### src/rtss_pkg.sv
// Constants shared by the run-time / sleep supervisor: tick rates, register map,
// control field positions, reset values, event bits and the operating states.
// Assumes a single 50 MHz system clock; all times are counted in ticks derived from it.
package rtss_pkg;

  // ==========================================================================
  // Timing
  // ==========================================================================
  localparam int unsigned CLK_HZ            = 50_000_000;
  localparam int unsigned DELAY_TICK_MS     = 100;                           // 0.1 s
  localparam int unsigned DELAY_TICK_CYCLES = CLK_HZ / 1000 * DELAY_TICK_MS;
  localparam logic [5:0]  DS_PER_DMIN_M1    = 6'h3B;  // 60 x 0.1 s = 0.1 min
  localparam logic [9:0]  DMIN_PER_HOUR_M1  = 10'h257; // 600 x 0.1 min = 1 h
  localparam logic [15:0] COUNT_SAT         = 16'hFFFF; // 65535 h or 6553.5 min
  localparam logic [7:0]  FAN_TEMP_C        = 8'h28;   // 40 degC

  // ==========================================================================
  // Register map (byte addresses)
  // ==========================================================================
  localparam logic [7:0] ADDR_CTRL      = 8'h00;
  localparam logic [7:0] ADDR_ACC_THR   = 8'h04;
  localparam logic [7:0] ADDR_SLP_FREQ  = 8'h08;
  localparam logic [7:0] ADDR_SLP_DLY   = 8'h0C;
  localparam logic [7:0] ADDR_WAK_FREQ  = 8'h10;
  localparam logic [7:0] ADDR_WAK_DLY   = 8'h14;
  localparam logic [7:0] ADDR_DURATION  = 8'h18;
  localparam logic [7:0] ADDR_PER_THR   = 8'h1C;
  localparam logic [7:0] ADDR_STATUS    = 8'h20;
  localparam logic [7:0] ADDR_ACC_COUNT = 8'h24;
  localparam logic [7:0] ADDR_REMAIN    = 8'h28;
  localparam logic [7:0] ADDR_RUN_TIME  = 8'h2C;
  localparam logic [7:0] ADDR_IRQ_STAT  = 8'h30;
  localparam logic [7:0] ADDR_IRQ_MASK  = 8'h34;

  // Control register fields
  localparam int unsigned CTRL_ACTION_BIT  = 0;
  localparam int unsigned CTRL_FAN_BIT     = 1;
  localparam int unsigned CTRL_TIMED_BIT   = 2;
  localparam int unsigned CTRL_SRC_LSB     = 3;
  localparam int unsigned CTRL_PROTECT_BIT = 5;

  // Reset values of the settings
  localparam logic [15:0] CFG_RESET  = 16'h0000;
  localparam logic [4:0]  IRQ_RESET  = 5'h00;

  // Event bits (status and mask share this layout)
  localparam int unsigned IRQ_ACC_BIT   = 0;
  localparam int unsigned IRQ_TIMED_BIT = 1;
  localparam int unsigned IRQ_PER_BIT   = 2;
  localparam int unsigned IRQ_SLEEP_BIT = 3;
  localparam int unsigned IRQ_WAKE_BIT  = 4;
  localparam int unsigned IRQ_W         = 5;

  // ==========================================================================
  // Operating states
  // ==========================================================================
  typedef enum logic [1:0] {
    RTSS_STOPPED  = 2'b00,
    RTSS_RUNNING  = 2'b01,
    RTSS_SLEEPING = 2'b10
  } rtss_state_t;

endpackage : rtss_pkg

### src/rtss_supervisor.sv
// Run-time, cooling-fan, sleep/wake, timed-run and startup-protection supervisor.
// Assumes synchronous inputs, a plain register port and a drive core that runs
// while drive_run_o is high.
//
// Functional notes
// - Flag when accumulated run hours reach threshold.
// - Accumulated threshold is whole hours, 0..65535.
// - On reach, action 0 continues, 1 stops.
// - Fan mode 0: fan on while running.
// - Fan mode 0 stopped: fan follows 40 degC.
// - Fan mode 1: fan always on.
// - Low set frequency for sleep delay: sleep.
// - In sleep, high frequency for wake delay: restart.
// - Both frequencies zero disables sleep and wake.
// - Timed run stops drive and flags at duration.
// - Timed run restarts at zero each startup.
// - Duration from setting or scaled analog input.
// - Duration counted in 0.1 min up to 6553.5.
// - Flag when present run reaches per-run threshold.
// - Run command active at power-on is ignored once protection is enabled.
// - Run command held through fault reset ignored once protection is enabled.
`timescale 1ns/1ps
`default_nettype none

module rtss_supervisor #(
  parameter int unsigned TICK_CYCLES = rtss_pkg::DELAY_TICK_CYCLES,
  parameter int unsigned AI_W        = 12
) (
  input  wire logic            clk_i,
  input  wire logic            rst_n_i,
  input  wire logic [7:0]      reg_addr_i,
  input  wire logic [31:0]     reg_wdata_i,
  input  wire logic            reg_wr_i,
  input  wire logic            reg_rd_i,
  output logic      [31:0]     reg_rdata_o,
  input  wire logic            run_cmd_i,
  input  wire logic            fault_reset_i,
  input  wire logic [15:0]     set_freq_i,
  input  wire logic [7:0]      heatsink_temp_i,
  input  wire logic [AI_W-1:0] analog_input_one_i,
  input  wire logic [AI_W-1:0] analog_input_two_i,
  input  wire logic [AI_W-1:0] analog_input_three_i,
  output logic                 drive_run_o,
  output logic                 sleep_active_o,
  output logic                 fan_on_o,
  output logic                 run_time_reached_o,
  output logic                 timing_reached_o,
  output logic                 per_run_reached_o,
  output logic                 irq_o
);

  localparam int unsigned PRE_W = (TICK_CYCLES > 1) ? $clog2(TICK_CYCLES) : 1;
  localparam logic [PRE_W-1:0] PRE_LAST = PRE_W'(TICK_CYCLES - 1);
  localparam int unsigned      IRQ_W_L  = rtss_pkg::IRQ_W;

  // ==========================================================================
  // State record
  // ==========================================================================
  typedef struct packed {
    rtss_pkg::rtss_state_t state;
    logic [PRE_W-1:0]      pre;
    logic                  ds_tick;
    logic [5:0]            acc_ds;
    logic [9:0]            acc_dmin;
    logic [15:0]           acc_h;
    logic [5:0]            run_ds;
    logic [15:0]           run_dmin;
    logic [15:0]           dly;
    logic                  protect;
    logic                  halt;
    logic                  acc_reached;
    logic                  timed_reached;
    logic                  per_reached;
    logic                  fan;
    logic                  action;
    logic                  fan_mode;
    logic                  timed_en;
    logic [1:0]            src;
    logic                  prot_en;
    logic [15:0]           acc_thr;
    logic [15:0]           slp_f;
    logic [15:0]           slp_d;
    logic [15:0]           wak_f;
    logic [15:0]           wak_d;
    logic [15:0]           dur;
    logic [15:0]           per_thr;
    logic [4:0]            irq_st;
    logic [4:0]            irq_mask;
    logic                  irq;
    logic [31:0]           rdata;
  } rtss_st_t;

  rtss_st_t st_r;
  rtss_st_t st_nxt;

  // ==========================================================================
  // Next-state logic
  // ==========================================================================
  always_comb
  begin
    logic                  cmd_eff;
    logic                  sleep_en;
    logic                  start;
    logic                  acc_stop;
    logic [AI_W-1:0]       ai_sel;
    logic [15+AI_W:0]      prod;
    logic [15:0]           dur_sel;
    logic [15:0]           remain;
    logic [IRQ_W_L-1:0]    ev;
    logic [IRQ_W_L-1:0]    w1c;
    cmd_eff  = 1'b0;
    sleep_en = 1'b0;
    start    = 1'b0;
    acc_stop = 1'b0;
    ai_sel   = '0;
    prod     = '0;
    dur_sel  = '0;
    remain   = '0;
    ev       = '0;
    w1c      = '0;
    st_nxt   = st_r;

    // Base 0.1 s tick; slower ticks are cascaded from it below
    st_nxt.ds_tick = (st_r.pre == PRE_LAST);
    st_nxt.pre     = st_nxt.ds_tick ? '0 : st_r.pre + PRE_W'(1);

    // Protection latch: armed by reset and by a fault reset with the command
    // held; a withdrawn command disarms it. Arming wins over disarming.
    if (!run_cmd_i)
      st_nxt.protect = 1'b0;
    if (fault_reset_i && run_cmd_i)
      st_nxt.protect = 1'b1;
    // The same-cycle fault reset also masks, so no start slips through
    cmd_eff = run_cmd_i && !(st_r.prot_en && (st_r.protect || fault_reset_i));

    // An automatic stop holds until the command is withdrawn once
    if (!run_cmd_i)
      st_nxt.halt = 1'b0;

    // Duration source: setting, or setting scaled by an analog input
    unique case (st_r.src)
      2'b00: ai_sel = '1;
      2'b01: ai_sel = analog_input_one_i;
      2'b10: ai_sel = analog_input_two_i;
      2'b11: ai_sel = analog_input_three_i;
    endcase
    prod    = (16 + AI_W)'(st_r.dur) * (16 + AI_W)'(ai_sel);
    // Full scale is taken as 2^AI_W so the scaling is a plain shift
    dur_sel = (st_r.src == 2'b00) ? st_r.dur : prod[15+AI_W:AI_W];
    remain  = (st_r.run_dmin >= dur_sel) ? 16'h0000 : dur_sel - st_r.run_dmin;

    // Accumulated running time: 0.1 s -> 0.1 min -> hour, saturating
    if (st_r.state == rtss_pkg::RTSS_RUNNING && st_r.ds_tick)
    begin
      if (st_r.acc_ds == rtss_pkg::DS_PER_DMIN_M1)
      begin
        st_nxt.acc_ds = '0;
        if (st_r.acc_dmin == rtss_pkg::DMIN_PER_HOUR_M1)
        begin
          st_nxt.acc_dmin = '0;
          if (st_r.acc_h != rtss_pkg::COUNT_SAT)
            st_nxt.acc_h = st_r.acc_h + 16'h0001;
        end
        else
          st_nxt.acc_dmin = st_r.acc_dmin + 10'h001;
      end
      else
        st_nxt.acc_ds = st_r.acc_ds + 6'h01;
    end
    st_nxt.acc_reached = (st_r.acc_h >= st_r.acc_thr);
    acc_stop = st_r.acc_reached && st_r.action;

    // Present-run time in 0.1 min steps, saturating at 6553.5 min
    if (st_r.state == rtss_pkg::RTSS_RUNNING && st_r.ds_tick)
    begin
      if (st_r.run_ds == rtss_pkg::DS_PER_DMIN_M1)
      begin
        st_nxt.run_ds = '0;
        if (st_r.run_dmin != rtss_pkg::COUNT_SAT)
          st_nxt.run_dmin = st_r.run_dmin + 16'h0001;
      end
      else
        st_nxt.run_ds = st_r.run_ds + 6'h01;
    end
    if (st_r.state == rtss_pkg::RTSS_RUNNING && st_r.run_dmin >= st_r.per_thr)
      st_nxt.per_reached = 1'b1;

    // Sleep and wake are off while both frequencies are zero
    sleep_en = (st_r.slp_f != 16'h0000) || (st_r.wak_f != 16'h0000);

    // Run / sleep sequencing
    unique case (st_r.state)
      rtss_pkg::RTSS_STOPPED:
      begin
        st_nxt.dly = '0;
        if (cmd_eff && !st_r.halt && !acc_stop)
          start = 1'b1;
      end
      rtss_pkg::RTSS_RUNNING:
      begin
        if (!cmd_eff)
          st_nxt.state = rtss_pkg::RTSS_STOPPED;
        else if (acc_stop)
        begin
          st_nxt.state = rtss_pkg::RTSS_STOPPED;
          st_nxt.halt  = 1'b1;
        end
        else if (st_r.timed_en && st_r.run_dmin >= dur_sel)
        begin
          st_nxt.state         = rtss_pkg::RTSS_STOPPED;
          st_nxt.halt          = 1'b1;
          st_nxt.timed_reached = 1'b1;
        end
        else if (sleep_en && set_freq_i <= st_r.slp_f)
        begin
          if (st_r.dly >= st_r.slp_d)
          begin
            st_nxt.state = rtss_pkg::RTSS_SLEEPING;
            ev[rtss_pkg::IRQ_SLEEP_BIT] = 1'b1;
          end
          else if (st_r.ds_tick)
            st_nxt.dly = st_r.dly + 16'h0001;
        end
        else
          st_nxt.dly = '0;
        if (st_nxt.state != rtss_pkg::RTSS_RUNNING)
          st_nxt.dly = '0;
      end
      rtss_pkg::RTSS_SLEEPING:
      begin
        if (!cmd_eff)
        begin
          st_nxt.state = rtss_pkg::RTSS_STOPPED;
          st_nxt.dly   = '0;
        end
        else if (!sleep_en)
          start = 1'b1;
        else if (set_freq_i >= st_r.wak_f)
        begin
          if (st_r.dly >= st_r.wak_d)
          begin
            start = 1'b1;
            ev[rtss_pkg::IRQ_WAKE_BIT] = 1'b1;
          end
          else if (st_r.ds_tick)
            st_nxt.dly = st_r.dly + 16'h0001;
        end
        else
          st_nxt.dly = '0;
      end
      default:
        st_nxt.state = rtss_pkg::RTSS_STOPPED;
    endcase

    // Every startup begins a fresh run and a fresh timed interval
    if (start)
    begin
      st_nxt.state         = rtss_pkg::RTSS_RUNNING;
      st_nxt.dly           = '0;
      st_nxt.run_ds        = '0;
      st_nxt.run_dmin      = '0;
      st_nxt.timed_reached = 1'b0;
      st_nxt.per_reached   = 1'b0;
    end

    // Fan: mode 1 always, else running or hot; hold exactly at 40 degC
    st_nxt.fan = st_r.fan_mode
              || (st_r.state == rtss_pkg::RTSS_RUNNING)
              || ($signed(heatsink_temp_i) > $signed(rtss_pkg::FAN_TEMP_C))
              || (st_r.fan && heatsink_temp_i == rtss_pkg::FAN_TEMP_C);

    // Events on rising flags
    ev[rtss_pkg::IRQ_ACC_BIT]   = st_nxt.acc_reached && !st_r.acc_reached;
    ev[rtss_pkg::IRQ_TIMED_BIT] = st_nxt.timed_reached && !st_r.timed_reached;
    ev[rtss_pkg::IRQ_PER_BIT]   = st_nxt.per_reached && !st_r.per_reached;

    // Register writes
    if (reg_wr_i)
    begin
      unique case (reg_addr_i)
        rtss_pkg::ADDR_CTRL:
        begin
          st_nxt.action   = reg_wdata_i[rtss_pkg::CTRL_ACTION_BIT];
          st_nxt.fan_mode = reg_wdata_i[rtss_pkg::CTRL_FAN_BIT];
          st_nxt.timed_en = reg_wdata_i[rtss_pkg::CTRL_TIMED_BIT];
          st_nxt.src      = reg_wdata_i[rtss_pkg::CTRL_SRC_LSB +: 2];
          st_nxt.prot_en  = reg_wdata_i[rtss_pkg::CTRL_PROTECT_BIT];
        end
        rtss_pkg::ADDR_ACC_THR:  st_nxt.acc_thr  = reg_wdata_i[15:0];
        rtss_pkg::ADDR_SLP_FREQ: st_nxt.slp_f    = reg_wdata_i[15:0];
        rtss_pkg::ADDR_SLP_DLY:  st_nxt.slp_d    = reg_wdata_i[15:0];
        rtss_pkg::ADDR_WAK_FREQ: st_nxt.wak_f    = reg_wdata_i[15:0];
        rtss_pkg::ADDR_WAK_DLY:  st_nxt.wak_d    = reg_wdata_i[15:0];
        rtss_pkg::ADDR_DURATION: st_nxt.dur      = reg_wdata_i[15:0];
        rtss_pkg::ADDR_PER_THR:  st_nxt.per_thr  = reg_wdata_i[15:0];
        rtss_pkg::ADDR_IRQ_STAT: w1c             = reg_wdata_i[IRQ_W_L-1:0];
        rtss_pkg::ADDR_IRQ_MASK: st_nxt.irq_mask = reg_wdata_i[IRQ_W_L-1:0];
        default: ;
      endcase
    end
    // A new event beats a clear of the same bit
    st_nxt.irq_st = (st_r.irq_st & ~w1c) | ev;
    st_nxt.irq    = |(st_nxt.irq_st & st_nxt.irq_mask);

    // Read data lives for exactly one cycle after the strobe
    st_nxt.rdata = 32'h0000_0000;
    if (reg_rd_i)
    begin
      unique case (reg_addr_i)
        rtss_pkg::ADDR_CTRL:
          st_nxt.rdata = {26'h0000000, st_r.prot_en, st_r.src, st_r.timed_en,
                          st_r.fan_mode, st_r.action};
        rtss_pkg::ADDR_ACC_THR:  st_nxt.rdata = {16'h0000, st_r.acc_thr};
        rtss_pkg::ADDR_SLP_FREQ: st_nxt.rdata = {16'h0000, st_r.slp_f};
        rtss_pkg::ADDR_SLP_DLY:  st_nxt.rdata = {16'h0000, st_r.slp_d};
        rtss_pkg::ADDR_WAK_FREQ: st_nxt.rdata = {16'h0000, st_r.wak_f};
        rtss_pkg::ADDR_WAK_DLY:  st_nxt.rdata = {16'h0000, st_r.wak_d};
        rtss_pkg::ADDR_DURATION: st_nxt.rdata = {16'h0000, st_r.dur};
        rtss_pkg::ADDR_PER_THR:  st_nxt.rdata = {16'h0000, st_r.per_thr};
        rtss_pkg::ADDR_STATUS:
          st_nxt.rdata = {24'h000000, st_r.protect, st_r.fan, st_r.per_reached,
                          st_r.timed_reached, st_r.acc_reached, st_r.halt,
                          st_r.state};
        rtss_pkg::ADDR_ACC_COUNT: st_nxt.rdata = {16'h0000, st_r.acc_h};
        rtss_pkg::ADDR_REMAIN:    st_nxt.rdata = {16'h0000, remain};
        rtss_pkg::ADDR_RUN_TIME:  st_nxt.rdata = {16'h0000, st_r.run_dmin};
        rtss_pkg::ADDR_IRQ_STAT:  st_nxt.rdata = {27'h0000000, st_r.irq_st};
        rtss_pkg::ADDR_IRQ_MASK:  st_nxt.rdata = {27'h0000000, st_r.irq_mask};
        default:                  st_nxt.rdata = 32'h0000_0000;
      endcase
    end
  end

  // ==========================================================================
  // State register
  // ==========================================================================
  // Protection comes out of reset armed, but prot_en resets to 0, so a held command starts until prot_en is set
  always_ff @(posedge clk_i or negedge rst_n_i)
  begin
    if (!rst_n_i)
    begin
      st_r          <= '0;
      st_r.state    <= rtss_pkg::RTSS_STOPPED;
      st_r.protect  <= 1'b1;
      st_r.acc_thr  <= rtss_pkg::CFG_RESET;
      st_r.irq_st   <= rtss_pkg::IRQ_RESET;
      st_r.irq_mask <= rtss_pkg::IRQ_RESET;
    end
    else
      st_r <= st_nxt;
  end

  // Outputs straight from the state record
  assign reg_rdata_o        = st_r.rdata;
  assign drive_run_o        = (st_r.state == rtss_pkg::RTSS_RUNNING);
  assign sleep_active_o     = (st_r.state == rtss_pkg::RTSS_SLEEPING);
  assign fan_on_o           = st_r.fan;
  assign run_time_reached_o = st_r.acc_reached;
  assign timing_reached_o   = st_r.timed_reached;
  assign per_run_reached_o  = st_r.per_reached;
  assign irq_o              = st_r.irq;
endmodule : rtss_supervisor

`default_nettype wire

### config.mk
export PLATFORM = sky130hd
export DESIGN_NAME = rtss_supervisor
export DESIGN_NICKNAME = d
export VERILOG_FILES = /design/src/rtss_pkg.sv /design/src/rtss_supervisor.sv
export SDC_FILE = /design/constraint.sdc
export NUM_CORES = 1
export LEC_CHECK = 0
export BUFFER_PORTS_ARGS = -buffer_cell sky130_fd_sc_hd__buf_2
export CAP_MARGIN = 20
export CORE_MARGIN = 8
export CORE_UTILIZATION = 57
export CTS_BUF_LIST = sky130_fd_sc_hd__clkbuf_8
export DETAILED_ROUTE_END_ITERATION = 8
export MAX_ROUTING_LAYER = met4
export PLACE_DENSITY = 0.76
export SYNTH_ARGS = -nofsm -noshare
export SYNTH_HDL_FRONTEND = slang
export SYNTH_SLANG_ARGS = --single-unit
### constraint.sdc
create_clock -name clk_i -period 12.65 [get_ports clk_i]
set_input_delay 1.8975 -clock clk_i [delete_from_list [all_inputs] [get_ports clk_i]]
set_output_delay 1.8975 -clock clk_i [all_outputs]
set_load 0.01 [all_outputs]
== Word-level counts from Yosys, hierarchy flattened ==
Cells that the tools add are included.
Storage, ports and cells
  register bits: 263
  output and inout port bits: 39
Cells by class
  $add $sub $neg: 8
  multipliers: 1
  magnitude comparators: 8
  equal/unequal tests: 35
  multiplexer cells: 66
  bitwise gates (word level): 4
  reduce and logical (&&, ||, !) cells: 48
Operator list (count)
  two-way mux 16 bit: 16
  one-hot mux 16 bit (14 select lines): 1
  >= comparator 16 bit: 6
  == test 8 x 6 -> 1 bit (second input constant): 7
  adder 16 x 1 -> 16 bit (second input constant): 3
  one-hot mux 12 bit (4 select lines): 1
  one-hot mux 16 bit (3 select lines): 1
  two-way mux 38 bit: 1
  == test 8 x 5 -> 1 bit (second input constant): 4
  inequality test 16 bit (second input constant): 2
  nonzero test 16 bit: 2
  multiplier 16 x 12 -> 28 bit: 1
  two-way mux 1 bit: 26
  adder 23 x 1 -> 23 bit (second input constant): 1
  == test 23 bit (second input constant): 1
  two-way mux 23 bit: 1
  two-way mux 22 bit: 1
  two-way mux 5 bit: 4
  AND reduction 2 bit: 10
  two-way mux 2 bit: 9
  == test 8 x 4 -> 1 bit (second input constant): 2
  less-or-equal comparator 16 bit: 1
  subtractor 16 bit: 1
  logical AND 1 bit: 14
  other kinds (33): 54

== Longest topological paths before layout ==
  depth in word-level cells: 15
  depth in mapped cells: 38
  gate-level depth less buffers: 34

== Worst setup path after synthesis ==
OpenSTA, ideal clock, no wires.
  path kind: input to register
  start point: in analog_input_three_i[11]
  end point: reg st_r[167] (netlist name)
  setup time: 0.123 ns
  arrival time: 8.939 ns
  data required time: 12.527 ns
  slack: 3.588 ns
  stages: 31
  cell sequence: mux2i_1 > a21oi_1 > clkbuf_1 > nand2_1 > fa_1 > fa_1 > fa_1 > fa_1 > fa_1 > inv_1 > ha_1 > a21o_1 > a21oi_1 > nor2b_1 > o311ai_1 > a31oi_1 > a221o_1 > a21oi_1 > xnor2_1 > mux2_2 > ha_1 > nand4_1 > inv_1 > a221oi_1 > inv_1 > o21a_1 > o211ai_1 > mux2i_1 > buf_2 > a31oi_1 > o21ai_1
On the way
  longest elaborated chain between the ends: 13
  elaborated cells on any way between the ends: 18
  classes of those cells: mul (1); order compare (1); eq/ne (5); mux (9); reduce/logical (2)
RTL lines
  from (decl): line rtss_supervisor.sv:42  | input wire logic [AI_W-1:0] analog_input_three_i,
  one-hot mux 12 bit (4 select lines) (*): line rtss_supervisor.sv:141  | unique case (st_r.src)
  multiplier 16 x 12 -> 28 bit (*): line rtss_supervisor.sv:147  | prod = (16 + AI_W)'(st_r.dur) * (16 + AI_W)'(ai_sel);
  two-way mux 16 bit (*): line rtss_supervisor.sv:149  | dur_sel = (st_r.src == 2'b00) ? st_r.dur : prod[15+AI_W:AI_W];
  >= comparator 16 bit (*): line rtss_supervisor.sv:208  | else if (st_r.timed_en && st_r.run_dmin >= dur_sel)
  logical AND 1 bit (*): line rtss_supervisor.sv:208
  two-way mux 2 bit: line rtss_supervisor.sv:208
  two-way mux 2 bit: line rtss_supervisor.sv:203  | else if (acc_stop)
  two-way mux 2 bit: line rtss_supervisor.sv:201  | if (!cmd_eff)
  two-way mux 2 bit: line rtss_supervisor.sv:192  | unique case (st_r.state)
  inequality test 2 x 1 -> 1 bit: line rtss_supervisor.sv:226  | if (st_nxt.state != rtss_pkg::RTSS_RUNNING)
  two-way mux 16 bit: line rtss_supervisor.sv:226
  one-hot mux 16 bit (3 select lines): line rtss_supervisor.sv:192
  two-way mux 38 bit: line rtss_supervisor.sv:256  | if (start)
  to (signal assigned): line rtss_supervisor.sv:350  | st_r <= st_nxt;
  to (decl): line rtss_supervisor.sv:93  | rtss_st_t st_r;
Mark *: on every way between the ends. The rest lies on a longest branch, timed or not. The select of a mux whose other input is x is not followed.
A chain may end at the register's enable or synchronous reset.

==> metrics.yaml <==
critical-path-top-delay-family: "adder cells"
p_sw_mw: 0.811
clock-sinks: 247
grt_max_degree: 118
synth.avg_cell_area_um2: 9.38
min_path_cells: 1
yosysMostFrequentCell: "inv_1"
die_w_um: 208
synth_ff_type: "dfrtp_1"
antenna_found_initial: 1
cts_hold_buf: 0
track_usage_pct: 27.6
placed_area_um2: 21800
initial_core_util_pct: 57.5
n_fill_cell: 3061
period_needed_ns: 9.75
wire_per_inst_um: 20.6
synth-seq-cells: 247
yosysTopAreaCellShare_pct: 29.4
fin_cells: 2820
synth_area_um2: 20900
hold_viol: 0
arrival_ns: 10.23
slowest_delay_ns: 0.56
status: "completed"
dp_cells: 2745
syn_to_final_growth_pct: 8.34
drtPass1Iterations: 6
tightest_slew_ns: 1.09
combPwrFrac_pct: 31.6
synth_cell_types: 73
setup-tns-final_ns: 0
synth_edf_count: 0
cp-start-kind: "primary input"
hp-class: "register to register"
worstPathRequired_ns: 13.13
multi_input_area_um2: 13200
fin_nets: 2754
cpMaxStageDelayCell: "fa_1"
reg2reg_depth: 35
period_share_pct: 77.1
die_h_um: 208
io_buffer_count: 112
htreeDepth: 2
yosysTopAreaCell: "dfrtp_1"
max-cap-violations: 0
sw_frac_of_total_pct: 35.4
ff_latch_area_um2: 6180
synth_area_leaders: "dfrtp_1, fa_1, ha_1"
grt-ovfl-total: 0
coreArea_um2: 36400
critPathKind: "primary input to register"
fmax_mhz: 103
cts-resized-gates: 0
num_vias: 17100
cts.reportedPaths.clkPinSlew_ns: 0.06
wirelength_um: 58100
vdd_ir_drop_max_uv: 79.7
slew_violations: 0
p_int_mw: 1.48
grt_pass1_vias: 17800
power_density_nw_per_um2: 101
p_leak_nw: 11.2
clock_latency_ns: 0.57
design.die.area_um2: 43100
cpMostUsedCell: "fa_1"
ant_nets: 0
hpwl_um: 43900
cp.depth: 31
synth_cells: 2232
fin_skew_ns: 0.0174
stdcell_area_um2: 22700
yosysSeqAreaShare_pct: 29.5
fp-row-count: 70
cts_setup_buffers: 0
gp_congestion: 0.983
synth_warnings: 0
rsz0062_at_grt: "false"
setup_violations: 0
io_pins: 145
clock_power_share_pct: 30.4
drt_iter0_markers: 1429
drive_gt1_share_pct: 14.4
synthArstFlopShare_pct: 100
via_per_inst: 6.06
cp-end-kind: "register"
critPathBufInv: 6
dp_slack_ns: 1.83
clockRootBuffer: "clkbuf_8"
ys_top_cells_by_count: "inv_1, nand2_1, dfrtp_1"
clockBufferDepth: 3
power_mw: 2.29
seqPwrFrac_pct: 38.0
drc: 0
cts_tree: "yes"
cp_max_fo: 12
cts-buffers-inserted: 40
r2r_setup_slack_ns: 2.98
grt_pass1_wl_um: 94200
worst_slack_ns: 2.90
slew_headroom_pct: 27.1
[layout make-up]
class,instances,share of cell area (%)
sequential,247,27.3
multi-input combinational,1592,58.0
tap,468,2.58
antenna,1,0.0110
timing repair buffer,146,3.76
clock buffer,49,2.97
inverter,296,4.90
clock inverter,21,0.507
[cell usage in the layout, fill, tap and decap left out, drive strengths merged, types with 17 or more instances in the layout]
| master | Yosys | final |
|---|---|---|
| a22oi | 40 | 40 |
| nand4 | 52 | 52 |
| xnor2 | 46 | 46 |
| mux2i | 17 | 17 |
| mux2 | 127 | 127 |
| inv | 296 | 312 |
| nor2 | 111 | 111 |
| a221oi | 21 | 21 |
| nand3 | 66 | 66 |
| ha | 185 | 185 |
| a21oi | 79 | 79 |
| buf | 42 | 146 |
| and3 | 29 | 29 |
| xor2 | 31 | 31 |
| clkbuf | 70 | 49 |
| a21o | 46 | 46 |
| nand2 | 257 | 257 |
| dfrtp | 246 | 246 |
| fa | 140 | 140 |
| nor3 | 27 | 27 |
| and2 | 62 | 62 |
| o21ai | 55 | 55 |
[state kept, by name (all words and copies together), names as in the netlist]
register,cells
st_r,226
reg_rdata_o,16
fan_on_o,1
irq_o,1
per_run_reached_o,1
run_time_reached_o,1
timing_reached_o,1
[worst paths after layout]
kind	startpoint	end
setup / recovery	analog_input_three_i[11]	irq_o$_DFF_PN0_
max in group asynchronous	rst_n_i	st_r[196]$_DFFE_PN0P_
setup reg to reg	st_r[157]$_DFFE_PN0P_	irq_o$_DFF_PN0_
hold / removal	st_r[238]$_DFF_PN0_	st_r[238]$_DFF_PN0_
hold reg to reg	st_r[238]$_DFF_PN0_	st_r[238]$_DFF_PN0_
min in group asynchronous	rst_n_i	st_r[236]$_DFFE_PN0P_
[cell families after synthesis]
logic type               after synthesis  synth area share, %
flip-flops                           247                 29.5
buffers and inverters                408                 7.93
AND/OR/NAND/NOR                      688                 16.1
XOR/XNOR                              77                 3.22
AO/OA/AOI/OAI                        342                 11.1
adder cells (fa/ha/maj)              325                 24.4
multiplexers                         144                 7.68
other                                  1               0.0179
[metal layers]
layer	global-route usage, %	vias up	part of all wire, %
met5	-	-	0
met4	10.1	0	3.7
met3	4.66	169	8.2
met2	44.9	729	48
met1	34.5	8410	40
li1	-	7772	-
[worst register-to-register path, delay by kind of cell, from the launching register on]
kind	cells	cell delay, ns
AOI/OAI and AO/OA	10	2.73
DFF	1	0.65
muxes	1	0.29
xor gates and xnor gates	1	0.10
and+or+nand+nor	8	1.72
adders and majority gates	7	3.12
buffers and inverters	8	0.98
[power groups by stage]
| stage | sequential (mW) | clock [mW] | combinational (mW) |
|---|---|---|---|
| 6_report | 0.870 | 0.696 | 0.724 |
| 5_1_grt | 0.871 | 0.744 | 0.825 |
| 4_1_cts | 0.867 | 0.704 | 0.716 |
| 3_5_place_dp | 0.881 | 0 | 0.708 |
| 3_3_place_gp | 0.880 | 0 | 0.689 |
| 2_1_floorplan | 0.856 | 0 | 0.518 |
[per-stage QoR]
| stage | utilization [%] | hold slack, ns |
|---|---|---|
| 2_1_floorplan | - | 0.448 |
| 3_3_place_gp | 59.9 | 0.464 |
| 3_5_place_dp | 59.9 | 0.472 |
| 4_1_cts | 62.1 | 0.480 |
| 5_1_grt | 62.3 | 0.501 |
| 6_report | 62.3 | 0.474 |
(Power assumes the default switching activity.)
